==> config.mk <==
export PLATFORM = sky130hd
export DESIGN_NAME = tfs_self_prog
export DESIGN_NICKNAME = d
export VERILOG_FILES = /design/src/include/tfs_pkg.sv /design/src/hdl/tfs_self_prog.sv
export SDC_FILE = /design/constraint.sdc
export NUM_CORES = 1
export LEC_CHECK = 0
export ABC_AREA = 1
export BUFFER_PORTS_ARGS = -buffer_cell sky130_fd_sc_hd__buf_4
export CORE_MARGIN = 8
export CORE_UTILIZATION = 37
export DETAILED_ROUTE_END_ITERATION = 8
export PLACE_DENSITY = 0.57
export SYNTH_ARGS = -nofsm -noshare
export SYNTH_HDL_FRONTEND = slang
export SYNTH_SLANG_ARGS = --single-unit
==> constraint.sdc <==
create_clock -name clk -period 3.53 [get_ports clk]
set_input_delay 0.706 -clock clk [delete_from_list [all_inputs] [get_ports clk]]
set_output_delay 0.706 -clock clk [all_outputs]
set_load 0.02 [all_outputs]
==> src/include/tfs_pkg.sv <==
// Constants and types of the table access and flash self-program unit
`default_nettype none
package tfs_pkg;
  // Widths and sizes
  localparam int unsigned PTR_W      = 22;
  localparam int unsigned LOW_W      = 21;
  localparam int unsigned HOLD_N     = 16;
  localparam int unsigned HOLD_SEL_W = 4;
  localparam int unsigned ROW_LSB    = 6;
  localparam int unsigned BLK_LSB    = 4;
  localparam int unsigned TIMER_W    = 20;
  // Special register selects
  localparam logic [2:0] SEL_LATCH  = 3'h0;
  localparam logic [2:0] SEL_UPPER  = 3'h1;
  localparam logic [2:0] SEL_HIGH   = 3'h2;
  localparam logic [2:0] SEL_LOW    = 3'h3;
  localparam logic [2:0] SEL_CTRL   = 3'h4;
  localparam logic [2:0] SEL_UNLOCK = 3'h5;
  // Bit positions in memory_control_one
  localparam int unsigned B_CONFIG_SPACE_SELECT  = 6;
  localparam int unsigned B_ERASE = 4;
  localparam int unsigned B_WRITE_ERROR_FLAG = 3;
  localparam int unsigned B_WRITE_ENABLE_BIT  = 2;
  localparam int unsigned B_WR    = 1;
  // Unlock keys and erased byte
  localparam logic [7:0] KEY_FIRST  = 8'h55;
  localparam logic [7:0] KEY_SECOND = 8'hAA;
  localparam logic [7:0] BYTE_ERASED = 8'hFF;
  localparam logic [7:0] BYTE_ZERO   = 8'h00;
  // Unlock progress
  localparam logic [1:0] UNL_NONE  = 2'h0;
  localparam logic [1:0] UNL_FIRST = 2'h1;
  localparam logic [1:0] UNL_READY = 2'h2;
  // Pointer modes of a table operation
  localparam logic [1:0] MODE_KEEP     = 2'h0;
  localparam logic [1:0] MODE_POST_INC = 2'h1;
  localparam logic [1:0] MODE_POST_DEC = 2'h2;
  localparam logic [1:0] MODE_PRE_INC  = 2'h3;
  // Long write time
  localparam int unsigned LONG_WRITE_NS = 2000000;
  localparam int unsigned CLK_PERIOD_NS = 4;
  localparam int unsigned LONG_WRITE_CYCLES = LONG_WRITE_NS / CLK_PERIOD_NS;

  typedef enum logic [1:0] {ST_IDLE, ST_READ, ST_LONG} tfs_state_t;
endpackage : tfs_pkg
`default_nettype wire

==> src/hdl/tfs_self_prog.sv <==
// Table latch, table pointer, holding registers and long write sequencer
`timescale 1ns/1ns
`default_nettype none
module tfs_self_prog #(
  parameter int unsigned PROG_CYCLES = tfs_pkg::LONG_WRITE_CYCLES
) (
  input  wire logic         clk,
  input  wire logic         srst,
  input  wire logic         sfr_we,
  input  wire logic [2:0]   sfr_sel,
  input  wire logic [7:0]   sfr_wdata,
  output var  logic [7:0]   sfr_rdata,
  input  wire logic         tbl_req,
  input  wire logic         tbl_write,
  input  wire logic [1:0]   tbl_mode,
  output var  logic         tbl_done,
  output var  logic         mem_rd_en,
  output var  logic [21:0]  mem_addr,
  input  wire logic [7:0]   mem_rd_data,
  output var  logic         mem_erase,
  output var  logic         mem_prog,
  output var  logic         mem_cfg,
  output var  logic [127:0] mem_wdata,
  output var  logic         cpu_stall
);

  ////////////////////////////////////////////////////////////////////////////
  // State

  typedef struct packed {
    tfs_pkg::tfs_state_t  fsm;
    logic [7:0]           latch;
    logic [21:0]          ptr;
    logic                 config_space_select;
    logic                 erase_sel;
    logic                 write_error_flag;
    logic                 write_enable_bit;
    logic                 wr;
    logic [1:0]           unlock;
    logic [15:0][7:0]     hold;
    logic [19:0]          timer;
    logic                 is_erase;
    logic [7:0]           rdata;
    logic                 done;
    logic                 rd_en;
    logic [21:0]          addr;
    logic                 erase;
    logic                 prog;
    logic                 cfg_out;
    logic                 stall;
  } tfs_regs_t;

  tfs_regs_t s_q;
  tfs_regs_t s_d;

  logic [21:0] ptr_pre;
  logic [21:0] ptr_post;
  logic        start_ok;

  ////////////////////////////////////////////////////////////////////////////
  // Next state

  always_comb
  begin
    s_d   = s_q;
    s_d.done  = 1'b0;
    s_d.rd_en = 1'b0;
    s_d.erase = 1'b0;
    s_d.prog  = 1'b0;
    ptr_pre  = s_q.ptr;
    if (tbl_mode == tfs_pkg::MODE_PRE_INC)
    begin
      ptr_pre[20:0] = s_q.ptr[20:0] + 21'h000001;
    end
    ptr_post = ptr_pre;
    if (tbl_mode == tfs_pkg::MODE_POST_INC)
    begin
      ptr_post[20:0] = s_q.ptr[20:0] + 21'h000001;
    end
    else if (tbl_mode == tfs_pkg::MODE_POST_DEC)
    begin
      ptr_post[20:0] = s_q.ptr[20:0] - 21'h000001;
    end
    start_ok = sfr_we && sfr_sel == tfs_pkg::SEL_CTRL && sfr_wdata[tfs_pkg::B_WR]
               && s_q.unlock == tfs_pkg::UNL_READY;

    unique case (s_q.fsm)
      tfs_pkg::ST_IDLE:
      begin
        if (tbl_req)
        begin
          s_d.ptr    = ptr_post;
          s_d.unlock = tfs_pkg::UNL_NONE;
          if (tbl_write)
          begin
            s_d.hold[ptr_pre[3:0]] = s_q.latch;
            s_d.done = 1'b1;
          end
          else
          begin
            s_d.rd_en = 1'b1;
            s_d.addr  = ptr_pre;
            s_d.fsm   = tfs_pkg::ST_READ;
          end
        end
        else if (sfr_we)
        begin
          s_d.unlock = tfs_pkg::UNL_NONE;
          unique case (sfr_sel)
            tfs_pkg::SEL_LATCH: s_d.latch = sfr_wdata;
            tfs_pkg::SEL_UPPER: s_d.ptr[21:16] = sfr_wdata[5:0];
            tfs_pkg::SEL_HIGH:  s_d.ptr[15:8]  = sfr_wdata;
            tfs_pkg::SEL_LOW:   s_d.ptr[7:0]   = sfr_wdata;
            tfs_pkg::SEL_UNLOCK:
            begin
              if (sfr_wdata == tfs_pkg::KEY_FIRST)
              begin
                s_d.unlock = tfs_pkg::UNL_FIRST;
              end
              else if (sfr_wdata == tfs_pkg::KEY_SECOND
                       && s_q.unlock == tfs_pkg::UNL_FIRST)
              begin
                s_d.unlock = tfs_pkg::UNL_READY;
              end
            end
            tfs_pkg::SEL_CTRL:
            begin
              s_d.config_space_select      = sfr_wdata[tfs_pkg::B_CONFIG_SPACE_SELECT];
              s_d.erase_sel = sfr_wdata[tfs_pkg::B_ERASE];
              s_d.write_error_flag     = sfr_wdata[tfs_pkg::B_WRITE_ERROR_FLAG];
              s_d.write_enable_bit      = sfr_wdata[tfs_pkg::B_WRITE_ENABLE_BIT];
              if (start_ok && sfr_wdata[tfs_pkg::B_WRITE_ENABLE_BIT])
              begin
                s_d.wr       = 1'b1;
                s_d.stall    = 1'b1;
                s_d.fsm      = tfs_pkg::ST_LONG;
                s_d.timer    = PROG_CYCLES[19:0] - 20'h00001;
                s_d.is_erase = sfr_wdata[tfs_pkg::B_ERASE];
                s_d.cfg_out  = sfr_wdata[tfs_pkg::B_CONFIG_SPACE_SELECT];
                if (sfr_wdata[tfs_pkg::B_ERASE])
                begin
                  s_d.erase = 1'b1;
                  s_d.addr  = {s_q.ptr[21:6], 6'h00};
                end
                else
                begin
                  s_d.prog = 1'b1;
                  s_d.addr = {s_q.ptr[21:4], 4'h0};
                end
              end
            end
            default: s_d.unlock = tfs_pkg::UNL_NONE;
          endcase
        end
      end
      tfs_pkg::ST_READ:
      begin
        s_d.latch = mem_rd_data;
        s_d.done  = 1'b1;
        s_d.fsm   = tfs_pkg::ST_IDLE;
      end
      tfs_pkg::ST_LONG:
      begin
        s_d.timer = s_q.timer - 20'h00001;
        if (s_q.timer == 20'h00000)
        begin
          s_d.fsm   = tfs_pkg::ST_IDLE;
          s_d.stall = 1'b0;
          s_d.wr    = 1'b0;
          if (s_q.is_erase)
          begin
            s_d.erase_sel = 1'b0;
          end
          else
          begin
            for (int i = 0; i < 16; i++)
            begin
              s_d.hold[i] = tfs_pkg::BYTE_ERASED;
            end
          end
        end
      end
      default: s_d.fsm = tfs_pkg::ST_IDLE;
    endcase

    // Registered special register read
    unique case (sfr_sel)
      tfs_pkg::SEL_LATCH: s_d.rdata = s_q.latch;
      tfs_pkg::SEL_UPPER: s_d.rdata = {2'h0, s_q.ptr[21:16]};
      tfs_pkg::SEL_HIGH:  s_d.rdata = s_q.ptr[15:8];
      tfs_pkg::SEL_LOW:   s_d.rdata = s_q.ptr[7:0];
      tfs_pkg::SEL_CTRL:  s_d.rdata = {1'b0, s_q.config_space_select, 1'b0, s_q.erase_sel, s_q.write_error_flag,
                                       s_q.write_enable_bit, s_q.wr, 1'b0};
      default:            s_d.rdata = tfs_pkg::BYTE_ZERO;
    endcase

    if (srst)
    begin
      // early end flagged, config select kept only on early end and cleared otherwise
      s_d.write_error_flag = (s_q.fsm == tfs_pkg::ST_LONG);
      s_d.config_space_select  = (s_q.fsm == tfs_pkg::ST_LONG) ? s_q.config_space_select : 1'b0;
      s_d.fsm   = tfs_pkg::ST_IDLE;
      s_d.latch = tfs_pkg::BYTE_ZERO;
      s_d.ptr   = 22'h000000;
      s_d.erase_sel = 1'b0;
      s_d.write_enable_bit  = 1'b0;
      s_d.wr    = 1'b0;
      s_d.unlock = tfs_pkg::UNL_NONE;
      for (int i = 0; i < 16; i++)
      begin
        s_d.hold[i] = tfs_pkg::BYTE_ERASED;
      end
      s_d.timer    = 20'h00000;
      s_d.is_erase = 1'b0;
      s_d.rdata    = tfs_pkg::BYTE_ZERO;
      s_d.done     = 1'b0;
      s_d.rd_en    = 1'b0;
      s_d.addr     = 22'h000000;
      s_d.erase    = 1'b0;
      s_d.prog     = 1'b0;
      s_d.cfg_out  = 1'b0;
      s_d.stall    = 1'b0;
    end
  end

  always_ff @(posedge clk)
  begin
    s_q <= s_d;
  end

  assign sfr_rdata = s_q.rdata;
  assign tbl_done  = s_q.done;
  assign mem_rd_en = s_q.rd_en;
  assign mem_addr  = s_q.addr;
  assign mem_erase = s_q.erase;
  assign mem_prog  = s_q.prog;
  assign mem_cfg   = s_q.cfg_out;
  assign mem_wdata = s_q.hold;
  assign cpu_stall = s_q.stall;
endmodule : tfs_self_prog
`default_nettype wire

==> impl_metrics.tcl, run 1 <==
set metrics [dict create \
    wl_um 39310 \
    clock_path_buffers 3 \
    drtIter0Drc 994 \
    place.gp.congestion 0.9013 \
    grt_pass1_wl_um 60200 \
    ir_drop_v 0.0004235 \
    endpoint_kind "flip-flop" \
    synthAdderAreaFrac_pct 0.4108 \
    fillerInstances 3463 \
    clock-sinks 224 \
    cts_resized 0 \
    dp_hpwl_um 28070 \
    gr-total-overflow 0 \
    hold_viol_final 0 \
    grt_max_degree 97 \
    antenna_found_initial 1 \
    core.rowCount 66 \
    final-setup-viol-count 0 \
    ys_seq_area_share_pct 36.97 \
    fin_crit_ns 2.662 \
    cts_setup_buffers 0 \
    clk_latency_ns 0.56 \
    avgRoutedWirePerCell_um 17.94 \
    first_pass_iters 8 \
    fmax_mhz 375.7 \
    synth_fp_nets 1764 \
    critical_path_class "flip-flop to flip-flop" \
    hold_ws_ns 0.3882 \
    htreeDepth 1 \
    yosys_warnings 0 \
    die_y_um 197.5 \
    synth.cell_area_mm2 0.01218 \
    hold_buffers 0 \
    port_buffers 189 \
    final_nets 1759 \
    dieArea_mm2 0.03899 \
    clk_pin_slew_ns 0.06 \
    die_width_um 197.5 \
    core_area_mm2 0.03245 \
    p_leak_nw 6.200 \
    tns_ns 0 \
    yosys.area_share.simple_pct 30.57 \
    rsz0062_at_grt "false" \
    crit_required_ns 3.93 \
    synth-compound-area-share_pct 14.35 \
    numCtsBuffers 26 \
    drtAntennaViolNets 0 \
    drcViolationCount 0 \
    reg2reg_slack_ns 0.87 \
    synth_top_family_by_area "simple AND/OR/NAND/NOR gates" \
    num_vias 11190 \
    cp_data_arrival_time_ns 3.07 \
    synth-xor-area-share_pct 1.356 \
    slowest_delay_ns 0.52 \
    cap_violations 0 \
    synthFlopType "dfxtp_1" \
    cts_root_buf "clkbuf_16" \
    power_density_mw_per_mm2 510.1 \
    synth_edf_count 2 \
    netlist_instances 1734 \
    critPathMaxFanout 9 \
    boundaryPins 190 \
    cp-start-kind "flip-flop" \
    yosys_register_bits 224 \
    areaGrowthSynthToFinish_pct 12.16 \
    grt.total_usage_pct 19.22 \
    antennaDiodeCount 0 \
    syn_avg_cell_area_um2 7.027 \
    crit_path_frequent_cell "inv_1" \
    period_share_pct 75.40 \
    max-slew-margin-rel_pct 24.84 \
    initial_core_util_pct 37.54 \
    synth_cell_types 55 \
    slowest_stage "dfxtp_1" \
    crit_chain "inv_1 -> ha_1 -> o21ai_2 -> inv_1 -> nor2_1 -> inv_1 -> nor3_4 -> inv_4 -> nand2_1 -> nand3_1" \
    viasPerCell 5.109 \
    holdCritPathClass "primary input to flip-flop" \
    cts_tree "yes" \
    tightest_slew_ns 1.126 \
    drive_gt1_share_pct 18.30 \
    slew_viol_final 0 \
    finClkSkew_ns 0.02972 \
    grt_pass1_vias 10340 \
    async_reset_ff_share_pct 0 \
    status "completed" \
    synthMuxAreaShare_pct 0 \
]
[layout by cell type, fill, tap and decap left out, types with 3 or more instances in the layout]
cell type  instances
nand2_1          420
dfxtp_1          222
buf_4            197
a21oi_1          165
nand3_1          160
nor2_1           152
inv_1             96
o21ai_0           88
clkbuf_16         26
o211ai_1          24
inv_2             18
nand4_1           15
xor2_1            13
nor2_4            10
nor3_4             9
nor3_1             9
a221oi_1           9
or2_2              7
nor4_1             7
clkbuf_8           7
nor2_2             6
nand2_4            6
a31oi_1            6
inv_4              6
clkbuf_1           6
nand3b_1           4
xnor2_1            4
ha_1               4
bufinv_16          4
nand3_2            3
o22ai_1            3
a211oi_1           3
clkinv_2           3
[metal layers]
layer / vias to the layer above / part of all wire [%] / global-route usage [%]
li1: 5552 / - / -
met1: 5114 / 44 / 25.85
met2: 454 / 44 / 30.74
met3: 71 / 9.2 / 4.225
met4: 2 / 2.3 / 5.015
met5: - / 0.028 / 0
[sequential cells by signal, indices dropped and copies added, names as in the netlist]
register   flops
sfr_rdata      8
ptr_post       1
mem_wdata    128
mem_cfg        1
mem_prog       1
mem_erase      1
cpu_stall      1
s_q           59
mem_rd_en      1
tbl_done       1
mem_addr      22
[stage by stage]
| step | worst slack [ns] | power (mW) | instance area, um2 | cells | utilization [%] |
|---|---|---|---|---|---|
| floorplan | 1.453 | 3.756 | 12180 | 1734 | - |
| global placement | 0.6672 | 4.080 | 12720 | 2143 | 39.20 |
| detailed placement | 0.6731 | 4.091 | 12720 | 2143 | 39.20 |
| CTS | 0.8522 | 7.001 | 13670 | 2191 | 42.11 |
| global route | 0.6134 | 7.268 | 13670 | 2191 | 42.11 |
| finish | 0.8685 | 6.972 | 13670 | 2191 | 42.11 |
[path summary, 6_finish.rpt]
kind                            depth (start not counted)     startpoint              to
worst max-delay path                                   10       s_q[192]  mem_wdata[105]
worst min-delay path                                    2   sfr_wdata[4]        mem_prog
worst max register to register                         10       s_q[192]  mem_wdata[105]
worst min register to register                          2  mem_wdata[64]   mem_wdata[64]
[Yosys cell counts (2+ instances only)]
cell,instances,share of area (%)
or2_0,2,0.10
inv_2,18,0.55
a211oi_1,3,0.18
a21oi_2,2,0.14
clkinv_1,2,0.062
nand2_1,420,13
nand4_1,15,0.77
a31oi_1,6,0.31
ha_1,4,0.41
o221ai_1,2,0.14
nand2_2,2,0.10
nor3_2,2,0.16
xnor2_1,4,0.29
o22ai_1,3,0.15
buf_4,162,10
nor2_1,152,4.7
dfxtp_1,222,36
nand2_4,6,0.55
a21oi_1,165,6.8
o21ai_4,2,0.27
nor2_4,9,0.83
o21ai_1,2,0.082
clkbuf_1,43,1.3
o32ai_1,2,0.14
nor4_1,7,0.36
buf_2,16,0.66
xor2_1,13,0.93
inv_4,6,0.31
edfxtp_1,2,0.49
nand3b_1,4,0.25
nor3_1,9,0.37
and3_1,2,0.10
nand3_2,3,0.25
nor2_2,7,0.36
a221oi_1,9,0.65
or2_2,7,0.36
o211ai_1,24,1.5
nor3_4,9,1.2
o21ai_2,2,0.14
o21ai_0,88,3.6
buf_1,8,0.25
nand3_1,160,6.6
inv_1,96,3.0
[final cells by class]
type / count / area (um2) / share of cell area [%]
multi-input combinational: 1157 / 5693 / 41.66
sequential: 224 / 4504 / 32.96
timing repair buffer: 198 / 1499 / 10.97
clock buffer: 39 / 769.5 / 5.631
tap: 442 / 553.0 / 4.047
inverter: 122 / 473.0 / 3.461
clock inverter: 9 / 173.9 / 1.273
[where the power goes]
part / leakage (nW) / internal [mW] / switching [mW]
Combinational: 3.91 / 0.397 / 0.824
Clock: 0.462 / 1.81 / 1.11
Sequential: 1.83 / 2.65 / 0.186
[worst max-delay path, delay by kind of cell, from the launching register on]
family,cells,cell delay (ns)
fa+ha+maj,1,0.38
buf+inv,4,0.57
flops,1,0.52
compound gates,1,0.20
simple gates,4,0.84
[cell families after synthesis]
logic type | count (synthesis)
buffers and inverters | 353
AOI/OAI and AO/OA | 314
adders and majority gates | 4
DFF | 224
and+or+nand+nor | 821
xor gates and xnor gates | 18
Note: power is estimated with default switching activity, not from simulation.
==> run 2: changes to the inputs <==
==> constraint.sdc (replaced) <==
create_clock -name clk -period 2.75 [get_ports clk]
set_input_delay 0.55 -clock clk [delete_from_list [all_inputs] [get_ports clk]]
set_output_delay 0.55 -clock clk [all_outputs]
set_load 0.02 [all_outputs]
==> run 2 against run 1 <==
Effect of this change:
- power increased by 24%
- count of clock-buffer cells in the layout decreased by 1
- flip-flop and latch count unchanged
- critical path type unchanged
==> impl_metrics.tcl, run 2 (synthesis gave the netlist of run 1 again) <==
set metrics [dict create \
    slowest_stage "dfxtp_1" \
    r2r_cells 10 \
    boundaryPins 190 \
    wl_um 39650 \
    status "completed" \
    drtAntennaViolNets 0 \
    drtIter0Drc 843 \
    endpoint_kind "flip-flop" \
    critPathBufInv 4 \
    ir_drop_v 0.0004639 \
    hold_buffers 0 \
    cts_root_buf "clkbuf_16" \
    first_pass_iters 5 \
    viasPerCell 5.092 \
    clk_latency_ns 0.55 \
    cts_tree "yes" \
    grt_pass1_vias 10520 \
    place_area_mm2 0.01299 \
    critical_path_class "flip-flop to flip-flop" \
    min_delay_path_depth 2 \
    p_leak_nw 6.340 \
    hold_viol_final 0 \
    fin_area_mm2 0.01385 \
    hp-start "sfr_wdata[4]" \
    initial_core_util_pct 37.54 \
    cp_data_arrival_time_ns 2.80 \
    holdCritPathClass "primary input to flip-flop" \
    gr-total-overflow 0 \
    die_width_um 197.5 \
    reg2reg_slack_ns 0.36 \
    fmax_mhz 418.0 \
    htreeDepth 1 \
    tns_ns 0 \
    period_share_pct 86.99 \
    clock_path_buffers 3 \
    antennaDiodeCount 0 \
    core.rowCount 66 \
    grt.total_usage_pct 19.59 \
    cp-start-kind "flip-flop" \
    power_density_mw_per_mm2 623.0 \
    critPathMaxFanout 9 \
    slowest_delay_ns 0.45 \
    cts_resized 0 \
    slew_viol_final 0 \
    crit_required_ns 3.16 \
    crit_chain "inv_1 -> ha_1 -> o21ai_2 -> inv_1 -> nor2_1 -> inv_1 -> nor3_4 -> inv_4 -> nand2_1 -> nand3_1" \
    core_area_mm2 0.03245 \
    largest_reg_flops 128 \
    cts_setup_buffers 0 \
    finClkSkew_ns 0.02227 \
    dp_hpwl_um 28930 \
    r2r-start "s_q[192]" \
    dieArea_mm2 0.03899 \
    final_nets 1795 \
    numCtsBuffers 26 \
    drcViolationCount 0 \
    areaGrowthSynthToFinish_pct 13.67 \
    crit_path_frequent_cell "inv_1" \
    final-setup-viol-count 0 \
    cap_violations 0 \
    tightest_slew_ns 0.9542 \
    mostFrequentLayoutCells "420 x nand2_1, 233 x buf_4, 222 x dfxtp_1" \
    die_y_um 197.5 \
    num_vias 11340 \
    clock-sinks 224 \
    place.gp.congestion 0.9293 \
    drive_gt1_share_pct 20.00 \
    grt_max_degree 58 \
    grt_pass1_wl_um 61360 \
    whs_endpoint "mem_prog" \
    max-slew-margin-rel_pct 36.30 \
    clk_pin_slew_ns 0.06 \
    worstReg2RegEnd "mem_wdata[110]" \
    antenna_found_initial 0 \
    layout_commonest_cell "nand2_1" \
    rsz0062_at_grt "false" \
    fin_crit_ns 2.392 \
    port_buffers 189 \
    crit_family "simple AND/OR/NAND/NOR gates" \
    avgRoutedWirePerCell_um 17.81 \
]
==> run 2: changes by cell type in the layout (fill, tap and decap cells not counted), moves of 2 or more <==
cell,delta
buf_4,+36
bufinv_16,-4
clkinv_2,+4
clkinvlp_4,+2
==> run 2: layout make-up <==
class | instances | area (um2)
clock inverters | 10 | 80.08
flip-flops and latches | 224 | 4504
clock buffers | 38 | 777.0
multi-input cells | 1157 | 5693
repair buffers | 234 | 1769
fillers | 3453 | 18600
inverters | 122 | 473.0
well taps | 442 | 553.0
==> run 2: worst register-to-register path: stages (launching register included) <==
cell	delay (ns)
dfxtp_1	0.45
inv_1	0.15
ha_1	0.36
o21ai_2	0.19
inv_1	0.12
nor2_1	0.19
inv_1	0.14
nor3_4	0.42
inv_4	0.10
nand2_1	0.08
nand3_1	0.06
==> run 2: per-layer routing <==
layer / track usage, % / wire length, um / vias up
met3: 3.560 / 3369 / 82
li1: - / - / 5608
met5: 0 / 0 / -
met2: 30.88 / 17370 / 469
met4: 6.241 / 1178 / 0
met1: 26.75 / 17740 / 5181
==> run 2: power by group <==
part | internal, mW | switching (mW) | leakage [nW]
Combinational | 0.547 | 1.10 | 4.09
Clock | 1.97 | 1.42 | 0.421
Sequential | 3.40 | 0.192 | 1.83
Total | 5.91 | 2.71 | 6.34
==> run 2: worst max-delay path by stage <==
stage / startpoint / end / slack [ns] / cells after the start
floorplan: s_q[192] / mem_wdata[100] / 0.69 / 10
global placement: tbl_mode[0] / mem_wdata[105] / 0.42 / 11
detailed placement: tbl_mode[0] / mem_wdata[104] / 0.37 / 11
CTS: s_q[37] / mem_wdata[123] / 0.36 / 12
global route: s_q[37] / mem_wdata[125] / 0.16 / 12
finish: s_q[192] / mem_wdata[110] / 0.36 / 10
==> run 2: stage by stage <==
step	instances	power, mW	hold slack [ns]	utilization, %	setup slack [ns]
2_1_floorplan	1734	4.821	0.4301	-	0.6888
3_3_place_gp	2179	5.269	0.4436	40.03	0.4191
3_5_place_dp	2179	5.280	0.4436	40.03	0.3743
4_1_cts	2227	8.706	0.2191	42.67	0.3603
5_1_grt	2227	9.042	0.2205	42.67	0.1593
6_report	2227	8.628	0.2371	42.67	0.3577
